## config.mk

```make
export PLATFORM = sky130hd
export DESIGN_NAME = pmrs_top
export DESIGN_NICKNAME = d
export VERILOG_FILES = /design/src/hw/pmrs_pkg.sv /design/src/hw/pmrs_top.sv
export SDC_FILE = /design/constraint.sdc
export NUM_CORES = 1
export LEC_CHECK = 0
export ABC_AREA = 1
export BUFFER_PORTS_ARGS = -buffer_cell sky130_fd_sc_hd__buf_2
export CAP_MARGIN = 10
export CORE_UTILIZATION = 49
export CTS_BUF_LIST = sky130_fd_sc_hd__clkbuf_16
export DETAILED_ROUTE_END_ITERATION = 6
export PLACE_DENSITY = 0.77
export SLEW_MARGIN = 10
export SYNTH_ARGS = -nofsm -noshare
export SYNTH_HDL_FRONTEND = slang
export SYNTH_SLANG_ARGS = --single-unit
```

## constraint.sdc

```tcl
create_clock -name clk_i -period 1.56 [get_ports clk_i]
set_input_delay 0.078 -clock clk_i [delete_from_list [all_inputs] [get_ports clk_i]]
set_output_delay 0.078 -clock clk_i [all_outputs]
set_load 0.05 [all_outputs]
```

## src/hw/pmrs_pkg.sv

```systemverilog
// constants and types of the power mode and reset sequencer
package pmrs_pkg;

   // ==========================================
   // register map, byte addresses
   localparam logic [7:0] ADR_CTRL    = 8'h00;
   localparam logic [7:0] ADR_STOPDIS = 8'h04;
   localparam logic [7:0] ADR_CLKCFG  = 8'h08;
   localparam logic [7:0] ADR_STATUS  = 8'h0c;

   // ==========================================
   // field positions
   localparam int CTRL_SWRST = 0;
   localparam int CTRL_HSCLK = 1;
   localparam int CFG_SRC    = 0;
   localparam int CFG_PLL_POWER_DOWN  = 1;
   localparam int CFG_OSCSB  = 2;
   localparam int CFG_REGSB  = 3;
   localparam int CFG_OSCPD  = 4;
   localparam int CFG_EXTSB  = 5;
   localparam int CFG_W      = 6;
   localparam int ST_MODE    = 0;
   localparam int ST_STBY    = 2;
   localparam int ST_CGRST   = 3;
   localparam int ST_PERRST  = 4;
   localparam int ST_CORERST = 5;
   localparam int ST_CAUSE   = 8;
   localparam int CAUSE_POR  = 0;
   localparam int CAUSE_EXT  = 1;
   localparam int CAUSE_WDOG = 2;
   localparam int CAUSE_SW   = 3;
   localparam int NPER       = 8;

   // ==========================================
   // timing counts, in ticks of the named clock
   localparam logic [6:0] POR_EXT_OSC   = 7'h40;
   localparam logic [6:0] CG_EXT_OSC    = 7'h20;
   localparam logic [6:0] SYNC_HOLD_OSC = 7'h03;
   localparam logic [6:0] PER_EXT_SYS   = 7'h20;
   localparam logic [6:0] CORE_EXT_SYS  = 7'h20;
   localparam logic [9:0] WDOG_DIV_M1   = 10'h3ff;

   // ==========================================
   // types
   typedef enum logic [1:0] {
      MODE_RUN   = 2'b00,
      MODE_WAIT  = 2'b01,
      MODE_STOP  = 2'b10,
      MODE_PDOWN = 2'b11
   } pmrs_mode_e;

   typedef struct packed {
      logic        cyc;
      logic        stb;
      logic        we;
      logic [7:0]  adr;
      logic [3:0]  sel;
      logic [31:0] dat;
   } pmrs_wb_req_s;

   typedef struct packed {
      logic        ack;
      logic [31:0] dat;
   } pmrs_wb_rsp_s;

   typedef struct packed {
      pmrs_mode_e        mode;
      logic              por;
      logic [6:0]        por_cnt;
      logic              ext_por;
      logic [6:0]        cg_cnt;
      logic              cg_rst;
      logic [6:0]        sy_cnt;
      logic              sy_hold;
      logic [6:0]        per_cnt;
      logic              per_rst;
      logic [6:0]        core_cnt;
      logic              core_rst;
      logic              sw_req;
      logic [9:0]        wd_cnt;
      logic              wd_tick;
      logic              mst_ph;
      logic              sys_tick;
      logic              hs_sel;
      logic [NPER-1:0]   stop_dis;
      logic [CFG_W-1:0]  cfg;
      logic [3:0]        cause;
      logic              ack;
      logic [31:0]       rdat;
   } pmrs_state_s;

   localparam pmrs_state_s STATE_RST = '{
      mode: MODE_RUN, por: 1'b1, ext_por: 1'b1,
      cg_rst: 1'b1, sy_hold: 1'b1, per_rst: 1'b1,
      core_rst: 1'b1, default: '0};

endpackage

```

## src/hw/pmrs_top.sv

```systemverilog
// power mode clock gating and staged reset sequencer
// How it works
// - four modes; run enables every clock
// - wait instruction stops core and memory
// - interrupt, debug or reset ends wait
// - stop instruction gates core, memory and peripheral clocks; master clock runs
// - stop ends on stop-irq, lvi, debug, reset
// - stop-disable bit keeps peripheral clock running
// - wait or stop allowed inside standby
// - standby external 400kHz halved to 200kHz
// - power-down stops all, reset only recovery
// - watchdog ticks at oscillator over 1024
// - peripherals on system clock, optional 3x
// - five sources, two async, three sync
// - test port reset only from power-on
// - power-on stretched 64 oscillator ticks
// - clock-gen reset releases 32 osc later
// - peripheral reset 32 system ticks later
// - core reset 32 system ticks later
// - early stretch counts on oscillator ticks
// - sw/watchdog logic held 3 osc ticks
// - core runs only after core reset
//
// Decided for this implementation: the Wishbone slave port and the address map.
`timescale 1ns/10ps
`default_nettype none

module pmrs_top
   import pmrs_pkg::*;
(
   input  wire logic                   clk_i,
   input  wire logic                   rst_i,
   input  wire logic                   ce_i,
   input  wire pmrs_pkg::pmrs_wb_req_s wb_req_i,
   output pmrs_pkg::pmrs_wb_rsp_s      wb_rsp_o,
   input  wire logic                   osc_tick_i,
   input  wire logic                   mst_tick_i,
   input  wire logic                   ext_tick_i,
   input  wire logic                   por_i,
   input  wire logic                   ext_rst_i,
   input  wire logic                   wdog_timeout_i,
   input  wire logic                   clock_loss_i,
   input  wire logic                   wait_instr_i,
   input  wire logic                   stop_instr_i,
   input  wire logic                   irq_any_i,
   input  wire logic                   stop_irq_i,
   input  wire logic                   lvi_irq_i,
   input  wire logic                   debug_entry_i,
   output logic                        sys_tick_o,
   output logic                        wdog_tick_o,
   output logic                        master_clk_en_o,
   output logic                        core_clk_en_o,
   output logic                        mem_clk_en_o,
   output logic [pmrs_pkg::NPER-1:0]   periph_clk_en_o,
   output logic                        hs_clk_en_o,
   output logic                        clock_source_select_o,
   output logic                        pll_power_down_o,
   output logic                        osc_standby_select_o,
   output logic                        regulator_standby_o,
   output logic                        osc_power_down_o,
   output logic                        clock_gen_reset_out_o,
   output logic                        peripheral_reset_out_o,
   output logic                        core_reset_o,
   output logic                        tap_reset_o,
   output logic                        wdog_logic_reset_o,
   output pmrs_pkg::pmrs_mode_e        mode_o,
   output logic                        standby_o
);
   import pmrs_pkg::*;

   // ==========================================
   // state
   pmrs_state_s s_q;
   pmrs_state_s s_d;

   logic combined;
   logic sync_src;
   logic standby;
   logic bus_go;
   logic bus_wr;
   logic clk_src_tick;
   logic periph_on;

   // ==========================================
   // combined reset and standby decode
   always_comb begin
      // sync sources are ignored while held; power-down has no clock for them
      sync_src = ~s_q.sy_hold & (s_q.mode != MODE_PDOWN) &
                 (wdog_timeout_i | clock_loss_i | s_q.sw_req);
      combined = por_i | s_q.ext_por | ext_rst_i | sync_src;
      // standby is a software-built clock setup, the block only decodes it
      standby  = s_q.cfg[CFG_SRC] & s_q.cfg[CFG_PLL_POWER_DOWN] &
                 s_q.cfg[CFG_OSCSB] & s_q.cfg[CFG_REGSB];
      bus_go   = wb_req_i.cyc & wb_req_i.stb & ~s_q.ack;
      bus_wr   = bus_go & wb_req_i.we & wb_req_i.sel[0];
      // external standby clock replaces master ticks when chosen
      clk_src_tick = (standby & s_q.cfg[CFG_EXTSB]) ?
                     ext_tick_i : mst_tick_i;
   end

   // ==========================================
   // next state
   always_comb begin
      s_d = s_q;

      // raw power-on level, also the test port reset
      s_d.por = por_i;

      // power-on extender, oscillator time base
      if (por_i) begin
         s_d.ext_por = 1'b1;
         s_d.por_cnt = '0;
      end else if (s_q.ext_por & osc_tick_i) begin
         if (s_q.por_cnt == POR_EXT_OSC - 7'h01) begin
            s_d.ext_por = 1'b0;
         end else begin
            s_d.por_cnt = s_q.por_cnt + 7'h01;
         end
      end

      // clock-gen extender restarts on any source
      if (combined) begin
         s_d.cg_rst = 1'b1;
         s_d.cg_cnt = '0;
      end else if (s_q.cg_rst & osc_tick_i) begin
         if (s_q.cg_cnt == CG_EXT_OSC - 7'h01) begin
            s_d.cg_rst = 1'b0;
         end else begin
            s_d.cg_cnt = s_q.cg_cnt + 7'h01;
         end
      end

      // short hold of software and watchdog reset logic
      if (combined) begin
         s_d.sy_hold = 1'b1;
         s_d.sy_cnt  = '0;
      end else if (s_q.sy_hold & osc_tick_i) begin
         if (s_q.sy_cnt == SYNC_HOLD_OSC - 7'h01) begin
            s_d.sy_hold = 1'b0;
         end else begin
            s_d.sy_cnt = s_q.sy_cnt + 7'h01;
         end
      end

      // system tick: master tick, or external tick in standby, halved; stopped while clock gen resets
      if (s_q.cg_rst | combined) begin
         s_d.mst_ph   = 1'b0;
         s_d.sys_tick = 1'b0;
      end else begin
         s_d.sys_tick = 1'b0;
         if (clk_src_tick & (s_q.mode != MODE_PDOWN)) begin
            s_d.mst_ph   = ~s_q.mst_ph;
            s_d.sys_tick = s_q.mst_ph;
         end
      end

      // peripheral extender on system ticks
      if (combined | s_q.cg_rst) begin
         s_d.per_rst = 1'b1;
         s_d.per_cnt = '0;
      end else if (s_q.per_rst & s_q.sys_tick) begin
         if (s_q.per_cnt == PER_EXT_SYS - 7'h01) begin
            s_d.per_rst = 1'b0;
         end else begin
            s_d.per_cnt = s_q.per_cnt + 7'h01;
         end
      end

      // core extender on system ticks
      if (combined | s_q.per_rst) begin
         s_d.core_rst = 1'b1;
         s_d.core_cnt = '0;
      end else if (s_q.core_rst & s_q.sys_tick) begin
         if (s_q.core_cnt == CORE_EXT_SYS - 7'h01) begin
            s_d.core_rst = 1'b0;
         end else begin
            s_d.core_cnt = s_q.core_cnt + 7'h01;
         end
      end

      // watchdog time base, oscillator over 1024
      s_d.wd_tick = 1'b0;
      if (osc_tick_i) begin
         if (s_q.wd_cnt == WDOG_DIV_M1) begin
            s_d.wd_cnt  = '0;
            s_d.wd_tick = 1'b1;
         end else begin
            s_d.wd_cnt = s_q.wd_cnt + 10'h001;
         end
      end

      // power mode machine; instructions count only once core runs
      if (combined) begin
         s_d.mode = MODE_RUN;
      end else begin
         unique case (s_q.mode)
            MODE_RUN: begin
               if (~s_q.core_rst) begin
                  if (standby & s_q.cfg[CFG_OSCPD]) begin
                     s_d.mode = MODE_PDOWN;
                  end else if (stop_instr_i) begin
                     s_d.mode = MODE_STOP;
                  end else if (wait_instr_i) begin
                     s_d.mode = MODE_WAIT;
                  end
               end
            end
            MODE_WAIT: begin
               if (irq_any_i | debug_entry_i) begin
                  s_d.mode = MODE_RUN;
               end
            end
            MODE_STOP: begin
               if (stop_irq_i | lvi_irq_i | debug_entry_i) begin
                  s_d.mode = MODE_RUN;
               end
            end
            MODE_PDOWN: begin
               // left only through a reset source
               s_d.mode = MODE_PDOWN;
            end
         endcase
      end

      // software reset request, cleared once it enters combined
      if (combined) begin
         s_d.sw_req = 1'b0;
      end

      // reset cause, sticky; a new cause beats the clear
      if (bus_wr & (wb_req_i.adr == ADR_STATUS) & wb_req_i.sel[1]) begin
         s_d.cause = s_q.cause &
                     ~wb_req_i.dat[ST_CAUSE +: 4];
      end
      if (por_i) begin
         s_d.cause[CAUSE_POR] = 1'b1;
      end
      if (ext_rst_i) begin
         s_d.cause[CAUSE_EXT] = 1'b1;
      end
      if (sync_src & (wdog_timeout_i | clock_loss_i)) begin
         s_d.cause[CAUSE_WDOG] = 1'b1;
      end
      if (sync_src & s_q.sw_req) begin
         s_d.cause[CAUSE_SW] = 1'b1;
      end

      // bus slave: one wait cycle, any address answers
      s_d.ack = bus_go;
      if (bus_go & ~wb_req_i.we) begin
         s_d.rdat = '0;
         unique case (wb_req_i.adr)
            ADR_CTRL: begin
               s_d.rdat[CTRL_HSCLK] = s_q.hs_sel;
            end
            ADR_STOPDIS: begin
               s_d.rdat[NPER-1:0] = s_q.stop_dis;
            end
            ADR_CLKCFG: begin
               s_d.rdat[CFG_W-1:0] = s_q.cfg;
            end
            ADR_STATUS: begin
               s_d.rdat[ST_MODE +: 2]  = s_q.mode;
               s_d.rdat[ST_STBY]       = standby;
               s_d.rdat[ST_CGRST]      = s_q.cg_rst;
               s_d.rdat[ST_PERRST]     = s_q.per_rst;
               s_d.rdat[ST_CORERST]    = s_q.core_rst;
               s_d.rdat[ST_CAUSE +: 4] = s_q.cause;
            end
            default: begin
               s_d.rdat = '0;
            end
         endcase
      end

      // register writes; the device is held while combined is up
      if (combined) begin
         s_d.hs_sel   = 1'b0;
         s_d.stop_dis = '0;
         s_d.cfg      = '0;
      end else if (bus_wr) begin
         unique case (wb_req_i.adr)
            ADR_CTRL: begin
               s_d.hs_sel = wb_req_i.dat[CTRL_HSCLK];
               if (wb_req_i.dat[CTRL_SWRST] & ~s_q.sy_hold) begin
                  s_d.sw_req = 1'b1;
               end
            end
            ADR_STOPDIS: begin
               s_d.stop_dis = wb_req_i.dat[NPER-1:0];
            end
            ADR_CLKCFG: begin
               // ordering and pll lock wait are left to software
               s_d.cfg = wb_req_i.dat[CFG_W-1:0];
            end
            default: begin
               s_d.cfg = s_q.cfg;
            end
         endcase
      end
   end

   // ==========================================
   // registers; ce low freezes everything
   always_ff @(posedge clk_i) begin
      if (rst_i) begin
         s_q <= STATE_RST;
      end else if (ce_i) begin
         s_q <= s_d;
      end
   end

   // ==========================================
   // clock enables per mode
   always_comb begin
      // clock gen reset keeps everything below it unclocked
      periph_on = ~s_q.cg_rst &
                  ((s_q.mode == MODE_RUN) |
                   (s_q.mode == MODE_WAIT));
      core_clk_en_o   = ~s_q.cg_rst &
                        (s_q.mode == MODE_RUN);
      mem_clk_en_o    = core_clk_en_o;
      master_clk_en_o = (s_q.mode != MODE_PDOWN);
      for (int i = 0; i < NPER; i++) begin
         periph_clk_en_o[i] = periph_on |
                              (~s_q.cg_rst & (s_q.mode == MODE_STOP) &
                               s_q.stop_dis[i]);
      end
      // 3x clock exists only with the pll selected
      hs_clk_en_o = periph_on & s_q.hs_sel &
                    ~s_q.cfg[CFG_SRC] & ~s_q.cfg[CFG_PLL_POWER_DOWN];
   end

   // ==========================================
   // outputs
   assign wb_rsp_o.ack           = s_q.ack;
   assign wb_rsp_o.dat           = s_q.rdat;
   assign sys_tick_o             = s_q.sys_tick;
   assign wdog_tick_o            = s_q.wd_tick;
   assign clock_source_select_o  = s_q.cfg[CFG_SRC];
   assign pll_power_down_o       = s_q.cfg[CFG_PLL_POWER_DOWN];
   assign osc_standby_select_o   = s_q.cfg[CFG_OSCSB];
   assign regulator_standby_o    = s_q.cfg[CFG_REGSB];
   assign osc_power_down_o       = s_q.cfg[CFG_OSCPD];
   assign clock_gen_reset_out_o  = s_q.cg_rst;
   assign peripheral_reset_out_o = s_q.per_rst;
   assign core_reset_o           = s_q.core_rst;
   assign tap_reset_o            = s_q.por;
   assign wdog_logic_reset_o     = s_q.sy_hold;
   assign mode_o                 = s_q.mode;
   assign standby_o              = standby;

endmodule // pmrs_top

`default_nettype wire

```

# == Yosys cells after proc, flatten, opt, wreduce, memory -nomap -nowiden ==
# Cells that the tools add are included.
# Widths: inputs -> output; s select.
# word_totals
reg_bits,89
in_bits,63
out_inout_bits,60
wordCells,215
# classes
addsub,6
n_eq_ne,22
mux,54
bitwise,65
n_reduce_logical,42
# ops
operator,count
$mux 8,11
$reduce_and 3->1,13
$reduce_bool 2->1,19
$and 1x1->1,37
$add 7x1->7 const B,5
$mux 7,5
$mux 15,2
$eq 7x5->1 const B,3
$mux 2,10
$or 1x1->1,19
$mux 1,18
$eq 8x4->1 const B,2
$reduce_and 2->1,7
$ne 2x2->1 const B,6
$pmux 4 s3,1
$add 10x1->10 const B,1
$eq 10x10->1 const B,1
$mux 10,1
$ne 3x3->1 const B,3
$eq 8x3->1 const B,1
$logic_not 8->1,1
$mux 4,2
$pmux 2 s4,1
$eq 7x2->1 const B,1
other kinds (12),19

# == Longest topological paths before layout ==
# Gate-level depths: netlist of run 1.
# logic_depth
ltp_word,9
ltp_mapped,11
depth_no_buf,10

# == Least setup slack after synthesis of run 1 ==
# No wires, ideal clock.
# synth_path
kind,register to output
startpoint,reg s_q (netlist bit clock_gen_reset_out_o)
endpoint,out hs_clk_en_o
arrival_ns,2.655
required_time_ns,1.482
setup_slack_ns,-1.173
stages_incl_launch_ff,5
path_buffers,1
cell_sequence,dfxtp_1 -> inv_1 -> buf_2 -> nand2_1 -> nor4b_1
# synth_via
elab_chain_cells,5
# synth_lines
element,line,rtl
start: declaration,pmrs_top.sv:73,pmrs_state_s s_q;
start signal: assignment,pmrs_top.sv:307,s_q <= STATE_RST;
start signal: assignment,pmrs_top.sv:309,s_q <= s_d;
$not 1->1,pmrs_top.sv:317,periph_on = ~s_q.cg_rst &
$and 1x1->1,pmrs_top.sv:317,
$and 1x1->1 (2 in series),pmrs_top.sv:330,hs_clk_en_o = periph_on & s_q.hs_sel &
$and 1x1->1,pmrs_top.sv:331,~s_q.cfg[CFG_SRC] & ~s_q.cfg[CFG_PLL_POWER_DOWN];
end: declaration,pmrs_top.sv:55,"output logic hs_clk_en_o,"
# No other way between the ends.

# == Worst setup path in the final report of run 1 ==
# layout_path
startpoint,reg s_q[98] (netlist bit)
endpoint,reg s_q[67] (netlist bit)
# layout_via
elab_chain_cells,6
word_cells_on_any_way,8
classes_between,1 x eq/ne; 1 x mux; 4 x bitwise; 2 x reduce/logical
# layout_lines
element,line,rtl
$or 1x1->1 * (3 in series),pmrs_top.sv:90,combined = por_i | s_q.ext_por | ext_rst_i | sync_src;
$or 1x1->1 *,pmrs_top.sv:170,if (combined | s_q.per_rst) begin
$ne 2x2->1 (no line) or $reduce_bool 2->1 (tied branches),--,
$reduce_and 3->1 (no line),--,
# Mark *: on every way between the ends. The rest lies on a longest branch, timed or not.
# A chain may end at the register's enable or synchronous reset.

==> metrics.txt, run 1 <==
run status finished, violations left; violated checks setup timing; min Tclk post-route roughly 1.6 ns; PD cells between 800 and 900 nW/µm²; commonest cells in the netlist nand2_1, nand3_1, dfxtp_1, nor2_1, a21oi_1; Antenna Nets Post-Route 0; CP endpoint kind register; RSZ-0062 raised after global routing yes; Synth area leaders dfxtp_1, nand2_1, nand3_1; EDFF count, synth 0; number of iterations in the first detailed-routing pass 6; Synth Area in Adders 1.76%; largest reg by FF count s_q; crit path launch type register; Final Skew roughly 0.0079 ns; min-delay src wb_req_i[6]; first-pass GRT wire length about 22 mm; dpl hpwl roughly 9.8 mm; worst setup path startpoint s_q[98]; worst setup slack after layout -0.0138 ns; Total Die Area between 10,000 and 15,000 µm²; Worst VDD drop 521 µV; ys flop type dfxtp_1; Post-Syn Instances roughly 740; CTS clock-pin slew for the worst setup and hold paths ~0.070 ns; total grt overflow 0; die height about 100 µm; Area growth, synth to finish 24.4%; Synth Area in XOR/XNOR approximately 2.5%; later-pin clock latency in the skew report 0.34 ns; Final period util 101%; Fmax achieved approximately 640 MHz; max reg flops 62; clk buf depth 2; GRT Total Usage a little over a quarter; Setup CP Type register to register; Final #Nets slightly above 900; gp weighted congestion about 0.93; initial antenna violation count 0; H-tree lvl count 3; Worst Path Arrival about 1.9 ns; ys async rst share 0%; wire length on met3 around 1000 µm; Pleak between 2 and 3 nW; Total Power between 5 and 6 mW; Synth Area in Compound Gates between 10 and 15%; type of the most critical hold path input pin to register; Hold Fails Final Rpt 0; core area roughly 10000 µm²; final setup fails 1; ANT cells 0; warnings from Yosys 0; post-synthesis simple-gate area fraction 36.0%; Req. time, crit path 1.83 ns; 1st-iter DRT viols approximately 310; final instance count without filler cells between 900 and 1,000; Yosys top cell area share between 30% and 40%; # rows 36; most common cell in the netlist nand2_1; post-synth top area cell dfxtp_1; die width roughly 100 µm; mux contribution to synthesized area 0%; largest net degree at the start of global routing 32; clock sinks 89; Inst Count DP approximately 960; drt via density roughly 5.3; fin. max-slew vios 0; drt drc 0; Num CTS Buffers 9; Metal-1 WL between 5 and 6 mm; Seq cells post-synth 89; number of port buffers 80; number of global-route vias before repair approximately 4,800; wire per inst roughly 14 µm; WL met2 just under 7 mm; vias after detailed routing roughly 5,200; Synth cell types 38; final WL about 14 mm; Fillers around 890; Max-Cap Viols 0; r2r startpoint s_q[98]; Initial Util between 50% and 60%; Avg Inst Size Synth 6.72 µm²; clock tree root driver cell clkbuf_16; Placement Setup Slack -0.0718 ns; top layer reached by signal wires met4; # IOs 123; sequential area share after synthesis about 36%; crit path max fanout 9; Syn Std Cell Area between 4000 and 5000 µm²; largest family of logic cells by synthesized area simple AND/OR/NAND/NOR gates; share of post-route cells with drive strength above 1 between 20% and 30%; CTS tree done
repair_timing:
item,in CTS,in global routing
buffers inserted,2,4
gates resized for setup,30,46
pin swaps,3,11
endpoints found under the hold margin,1,0
hold buffers,1,0
endpoints found under the setup margin,23,66
path summary, 6_finish.rpt:
check	to	slack, ns	cells past startpoint
worst min-delay path	s_q[49]	0.007	3
worst max register to register	s_q[67]	-0.01	8
worst max-delay path	s_q[67]	-0.01	8
worst min register to register	tap_reset_o	0.46	2
per-stage QoR:
| stage | cell area [µm²] | util, % | setup TNS, ns | hold slack (ns) |
|---|---|---|---|---|
| 2_1_floorplan | 5100 | - | -0.0531 | 0.207 |
| 3_3_place_gp | 5590 | 57.0 | -0.0138 | 0.352 |
| 3_5_place_dp | 5590 | 57.0 | -0.392 | 0.358 |
| 4_1_cts | 6000 | 61.1 | 0 | 0.000399 |
| 5_1_grt | 6190 | 63.0 | -0.543 | 0.0142 |
| 6_report | 6190 | 63.0 | -0.0138 | 0.00663 |
cells in the final DEF, fill, tap and decap left out, drive strengths merged, types with 4 or more instances in the layout:
cell type    n
a21oi       72
a22oi        4
buf        127
clkbuf      10
clkinv       5
conb        20
dfxtp       89
ha           7
inv         65
nand2      185
nand3       96
nand3b       6
nand4       13
nor2        91
nor3         8
o211ai       4
o21ai       24
xnor2        4
xor2        10
logic make-up (layout without fill, tap and decap cells):
kind of cell,after synthesis,count (layout)
flip-flops,89,89
AND/OR/NAND/NOR,405,405
buffers and inverters,119,208
other,1,20
AO/OA/AOI/OAI,106,106
XOR/XNOR,14,14
adder cells (fa/ha/maj),7,7
critical path, stage by stage, from the launching register on:
cell	delay, ns
dfxtp_1	0.34
nor3_4	0.24
buf_4	0.16
buf_4	0.12
nand3_4	0.12
or2_2	0.30
nand2_1	0.08
nand2_1	0.04
nor2_1	0.09
power by group:
part	internal (mW)	total, mW	switching, mW
Combinational	0.207	0.709	0.502
Clock	1.18	2.09	0.915
Sequential	2.30	2.33	0.0320
Total	3.68	5.13	1.45
cell type report:
cell class / instances / area [µm²] / share of cell area (%)
clock buffer: 10 / 250 / 4.04
clock inverter: 6 / 40.0 / 0.647
sequential: 89 / 1810 / 29.2
multi-input combinational: 552 / 2820 / 45.6
timing repair buffer: 128 / 862 / 13.9
inverter: 64 / 243 / 3.92
tap: 133 / 166 / 2.69
metal layers:
| layer | global-route usage, % | up-vias |
|---|---|---|
| li1 | - | 2572 |
| met1 | 30.8 | 2420 |
| met2 | 47.3 | 213 |
| met3 | 4.68 | 29 |
| met4 | 10.3 | 0 |
| met5 | 0 | - |
Note: power is estimated with default switching activity, not from simulation.
==> run 2: changes to the inputs <==
--- a/config.mk
+++ b/config.mk
@@ -8,10 +8,12 @@
 export ABC_AREA = 1
 export BUFFER_PORTS_ARGS = -buffer_cell sky130_fd_sc_hd__buf_2
 export CAP_MARGIN = 10
-export CORE_UTILIZATION = 49
+export CELL_PAD_IN_SITES_DETAIL_PLACEMENT = 2
+export CELL_PAD_IN_SITES_GLOBAL_PLACEMENT = 2
+export CORE_UTILIZATION = 26
 export CTS_BUF_LIST = sky130_fd_sc_hd__clkbuf_16
 export DETAILED_ROUTE_END_ITERATION = 6
-export PLACE_DENSITY = 0.77
+export PLACE_DENSITY_LB_ADDON = 0.1
 export SLEW_MARGIN = 10
 export SYNTH_ARGS = -nofsm -noshare
 export SYNTH_HDL_FRONTEND = slang
==> run 2 against run 1 <==
- core utilization down 27 points
- highest routed layer unchanged
- final cell count is 15% higher
- non-clock buffer count increased by 42
- die area increased by 86%
- final area rose by 9.7%
- via count grew 3.3%
- critical path depth shrank 2
- the run now ends clean
- power rose by 10%
- register-to-register slack improved by 0.09 ns
- largest cell class unchanged
==> metrics.txt, run 2 (synthesis results as in run 1) <==
final setup fails 0; clk buf depth 2; # IOs around 120; initial antenna violation count 0; dpl hpwl ~15 mm; wire per inst 16.7 µm; gp weighted congestion 0.776; Final #Nets 956; Reg power frac between 40% and 50%; clock share of power about 45%; NetSw approximately 1.5 mW; clock sinks 89; post-place instance area ~6000 µm²; CTS clock-pin slew for the worst setup and hold paths 0.07 ns; 1st-iter DRT viols roughly 110; Initial Util a little over a quarter; # rows 50; run status finished, final reports clean; GRT Total Usage between 10% and 20%; Req. time, crit path approximately 1.5 ns; type of the most critical hold path input pin to register; CP endpoint kind output pin; share of post-route cells with drive strength above 1 ~29%; number of iterations in the first detailed-routing pass 4; number of port buffers 80; core area 18,700 µm²; RSZ-0062 raised after global routing yes; final instance area 6790 µm²; PD cells around 830 nW/µm²; Internal slightly above 4 mW; die height ~140 µm; Fmax achieved between 600 and 700 MHz; Inst Count DP 1,096; vias after detailed routing 5,409; fin. max-slew vios 0; max reg flops between 60 and 70; Worst Path Arrival 1.43 ns; Num CTS Buffers 9; Hold Fails Final Rpt 0; Antenna Nets Post-Route 0; drt drc 0; crit path launch type register; first-pass GRT wire length between 20 and 30 mm; total grt overflow 0; number of global-route vias before repair 5,801; crit path max fanout 8; clock tree root driver cell clkbuf_16; combinational share of power between 10 and 15%; ANT cells 0; commonest cells after routing, fill and taps aside nand2_1, nand3_1, buf_4; H-tree lvl count 3; Final Skew slightly below 0.006 ns; largest net degree at the start of global routing 18; Total Die Area between 15,000 and 20,000 µm²; drt via density 4.81; Pleak about 2.8 nW; commonest non-fill, non-tap cell in the layout nand2_1; switch share between 20 and 30%; largest reg by FF count s_q; CTS tree done; Setup CP Type register to output pin; final WL ~19 mm; min Tclk post-route 1.50 ns; later-pin clock latency in the skew report 0.35 ns; Worst VDD drop approximately 500 µV; final instance count without filler cells around 1,100; Area growth, synth to finish 36.4%; Final period util roughly 96%; Max-Cap Viols 0; die width 140 µm
## run 2: power groups by stage
stage               logic (mW)  registers (mW)  clock network [mW]
floorplan                0.458            2.40                   0
global placement         0.703            2.37                   0
detailed placement       0.723            2.38                   0
CTS                      0.757            2.32                2.66
global route             0.830            2.33                2.74
finish                   0.773            2.33                2.57
## run 2: worst max-delay path, cell delays in order (launching register included)
cell and delay (ns):
dfxtp_4 0.36, buf_12 0.14, nor2_4 0.08, buf_6 0.13
nand3_1 0.07, nand2_1 0.11, buf_6 0.17
## run 2: routing by layer
| metal | global-route usage [%] | wire [µm] |
|---|---|---|
| met1 | 22.7 | 8350 |
| met2 | 36.4 | 9750 |
| met3 | 2.77 | 424 |
| met4 | 4.51 | 225 |
| met5 | 0 | 0 |
## run 2: path summary, 6_finish.rpt
kind         depth (start not counted)  slack [ns]                 end         from
max                                  6        0.06  periph_clk_en_o[2]    mode_o[0]
min                                  3        0.02    osc_power_down_o  wb_req_i[4]
max reg2reg                          9        0.08             s_q[76]      s_q[76]
min reg2reg                          2        0.45         tap_reset_o  tap_reset_o
## run 2: repair_timing
item | CTS | global route
endpoints found under the hold margin | 3 | 0
hold buffers | 3 | 0
buffers inserted | 2 | 8
pin swaps | 2 | 16
endpoints found under the setup margin | 27 | 51
resized for setup | 30 | 60
gates cloned | 0 | 0
## run 2: metrics by stage
step	hold WS (ns)	TNS [ns]	utilization (%)	power, mW	setup slack, ns
final	0.0235	0	36.3	5.66	0.0565
after global routing	0.0160	-0.0702	36.3	5.90	-0.0233
after CTS	0.00374	0	34.8	5.74	0.0000724
after detailed placement	0.362	-0.203	32.2	3.10	-0.0823
after global placement	0.358	0	32.2	3.08	0.00586
after floorplan	0.207	-0.0531	-	2.86	-0.0531
## run 2: final cells by class
class | instances | area [µm²]
inverter | 64 | 246
multi-input combinational | 552 | 2870
timing repair buffer | 170 | 1200
fill | 2265 | 11900
tap | 234 | 293
clock inverter | 5 | 82.6
clock buffer | 11 | 275
sequential | 89 | 1810
==> run 3: changes to the inputs <==
--- a/config.mk
+++ b/config.mk
@@ -13,7 +13,7 @@
 export CORE_UTILIZATION = 26
 export CTS_BUF_LIST = sky130_fd_sc_hd__clkbuf_16
 export DETAILED_ROUTE_END_ITERATION = 6
-export PLACE_DENSITY_LB_ADDON = 0.1
+export PLACE_DENSITY = 0.84
 export SLEW_MARGIN = 10
 export SYNTH_ARGS = -nofsm -noshare
 export SYNTH_HDL_FRONTEND = slang
==> run 3 against run 2 <==
- the run now ends with hold timing, setup timing left
- clock-buffer cell count is 1 lower
- register-to-register slack worse by 0.37 ns
- power is 2.1% higher
- final area is 11% higher
- core utilization is 4.1 points higher
- flip-flop and latch count stayed put
- global-route usage is 3.8 points higher
- die area stayed put
- critical endpoint is now mode_o[1]
==> metrics.txt, run 3 (synthesis results as in run 1) <==
run status finished, violations left; violated checks hold timing, setup timing; largest reg by FF count s_q; Reg-to-Reg End mode_o[1]; min Tclk post-route 1.85 ns; Internal between 3 and 4 mW; largest net degree at the start of global routing 25; highest-delay cell along the critical path dfxtp_2; Reg power frac 40.4%; later-pin clock latency in the skew report roughly 0.39 ns; number of port buffers 80; family with the most delay on the worst path simple AND/OR/NAND/NOR gates; Final period util 118%; Worst Path Buf+Inv 4; worst setup slack after layout -0.285 ns; PD cells approximately 770 nW/µm²; drt drc 0; Initial Util about a quarter; Num CTS Buffers 9; ANT cells 0; max reg flops 62; Worst Setup EP mode_o[1]; GRT Total Usage 23.1%; type of the most critical hold path input pin to register; Total Die Area 19,700 µm²; dpl hpwl 14.5 mm; Worst VDD drop between 500 and 600 µV; final WL about 29 mm; Area growth, synth to finish 51.9%; clock sinks roughly 90; Stages on worst setup path 13; Hold Fails Final Rpt 1; Hold WS -0.00412 ns; final setup fails 65; Total Power roughly 5.8 mW; H-tree lvl count 3; final instance area 7560 µm²; initial antenna violation count 0; clk buf depth 2; die width around 140 µm; CTS tree done; Antenna Nets Post-Route 0; Req. time, crit path about 1.9 ns; final core utilization 40.4%; RSZ-0062 raised after global routing yes; Worst Reg-to-Reg Cells 13; Fillers approximately 2,100; Pleak around 3.0 nW; CP endpoint kind register; crit path max fanout 4; Setup CP Type register to register; crit-path cells buf_6 -> clkinvlp_4 -> nor2_4 -> buf_4 -> buf_4 -> nand2_2 -> nand2_2 -> nand2_2 -> nand3_2 -> nand2_1 -> nand2_1 -> nand2_1 -> nor2_1; CTS clock-pin slew for the worst setup and hold paths around 0.090 ns; worst setup path startpoint mode_o[1]; Worst Tran Pin Value roughly 0.51 ns; r2r startpoint mode_o[1]; # IOs roughly 120; CP peak stage delay about 0.35 ns; first-pass GRT wire length 35.0 mm; clock share of power between 40% and 50%; crit path launch type register; Reg2Reg Setup Slack -0.29 ns; 1st-iter DRT viols approximately 310; core area 18,700 µm²; # rows 50; wire per inst around 25 µm; Final Skew between 0.02 and 0.025 ns; Max transition margin around two thirds; clock tree root driver cell clkbuf_16; number of iterations in the first detailed-routing pass 4; combinational share of power around 18%; vias after detailed routing about 6,200; drt via density 5.39; Fmax achieved between 500 and 600 MHz; Final #Nets between 900 and 1,000; share of post-route cells with drive strength above 1 between 30 and 40%; die height approximately 140 µm; Max-Cap Viols 0; commonest cells after routing, fill and taps aside nand2_1, buf_4, dfxtp_1; gp weighted congestion slightly below 0.8; commonest non-fill, non-tap cell in the layout nand2_1; Placement Setup Slack -0.0559 ns; fin. max-slew vios 0; post-place instance area between 5000 and 6000 µm²; number of global-route vias before repair 6,362; Worst Path Arrival around 2.2 ns; NetSw about 1.8 mW; total grt overflow 0; switch share between 30% and 40%
[run 3: cell types whose count changed in the layout (fill, tap and decap cells not counted), moves of 5 or more]
| cell | change |
|---|---|
| nand2_1 | -30 |
| nand3_1 | -23 |
| nand2_2 | +21 |
| nand3_2 | +16 |
| a21oi_1 | -15 |
| a21oi_2 | +14 |
| nor2_1 | -12 |
| buf_6 | +11 |
| buf_8 | +9 |
| nand3_4 | +7 |
| nor2_4 | +7 |
| nand2_8 | +6 |
| nor2_2 | +5 |
[run 3: layout make-up]
cell class              instances  area (µm²)  share of cell area (%)
clock buffers                  10         250                    3.31
well taps                     234         293                    3.87
multi-input cells             552        3390                    44.8
clock inverters                 6        63.8                   0.844
flip-flops and latches         89        1810                    24.0
inverters                      64         255                    3.38
repair buffers                190        1490                    19.8
[run 3: per-stage QoR]
step	cells	setup TNS [ns]
2_1_floorplan	760	-0.0531
3_3_place_gp	1092	0
3_5_place_dp	1092	-0.409
4_1_cts	1116	-1.04
5_1_grt	1145	-9.40
6_report	1145	-6.39
[run 3: power by group through the flow]
| stage | Clock, mW | Sequential [mW] | Combinational [mW] |
|---|---|---|---|
| 6_report | 2.43 | 2.34 | 1.02 |
| 3_5_place_dp | 0 | 2.38 | 0.690 |
| 5_1_grt | 2.53 | 2.33 | 1.05 |
| 3_3_place_gp | 0 | 2.38 | 0.668 |
| 2_1_floorplan | 0 | 2.40 | 0.458 |
| 4_1_cts | 2.40 | 2.33 | 0.758 |
[run 3: routing by layer]
metal | up-vias | wire length, µm | track usage [%]
met4 | 0 | 1610 | 10.5
met3 | 89 | 1200 | 4.41
met5 | - | 0 | 0
met2 | 219 | 15300 | 41.9
met1 | 3165 | 11000 | 25.9
li1 | 2700 | - | -
[run 3: worst min path at each step]
| stage | startpoint | end | cells after the start |
|---|---|---|---|
| after global placement | wb_req_i[3] | regulator_standby_o | 3 |
| after detailed placement | wb_req_i[3] | regulator_standby_o | 3 |
| after floorplan | rst_i | tap_reset_o | 2 |
| after global routing | wb_req_i[4] | s_q[47] | 3 |
| final | wb_req_i[4] | s_q[47] | 3 |
| after CTS | wb_req_i[4] | osc_power_down_o | 3 |
[run 3: what timing repair did]
action,CTS,global route
gates cloned,0,1
hold buffers,2,1
gates resized for setup,51,204
hold endpoints to repair,2,1
endpoints found under the setup margin,42,83
buffers inserted,6,28
pin swaps,6,49
[run 3: worst reg2reg max path, delay by kind of cell (launching register included)]
family	cells	cell delay, ns
flip-flops	1	0.35
buffers and inverters	4	0.50
AND/OR/NAND/NOR	9	0.92
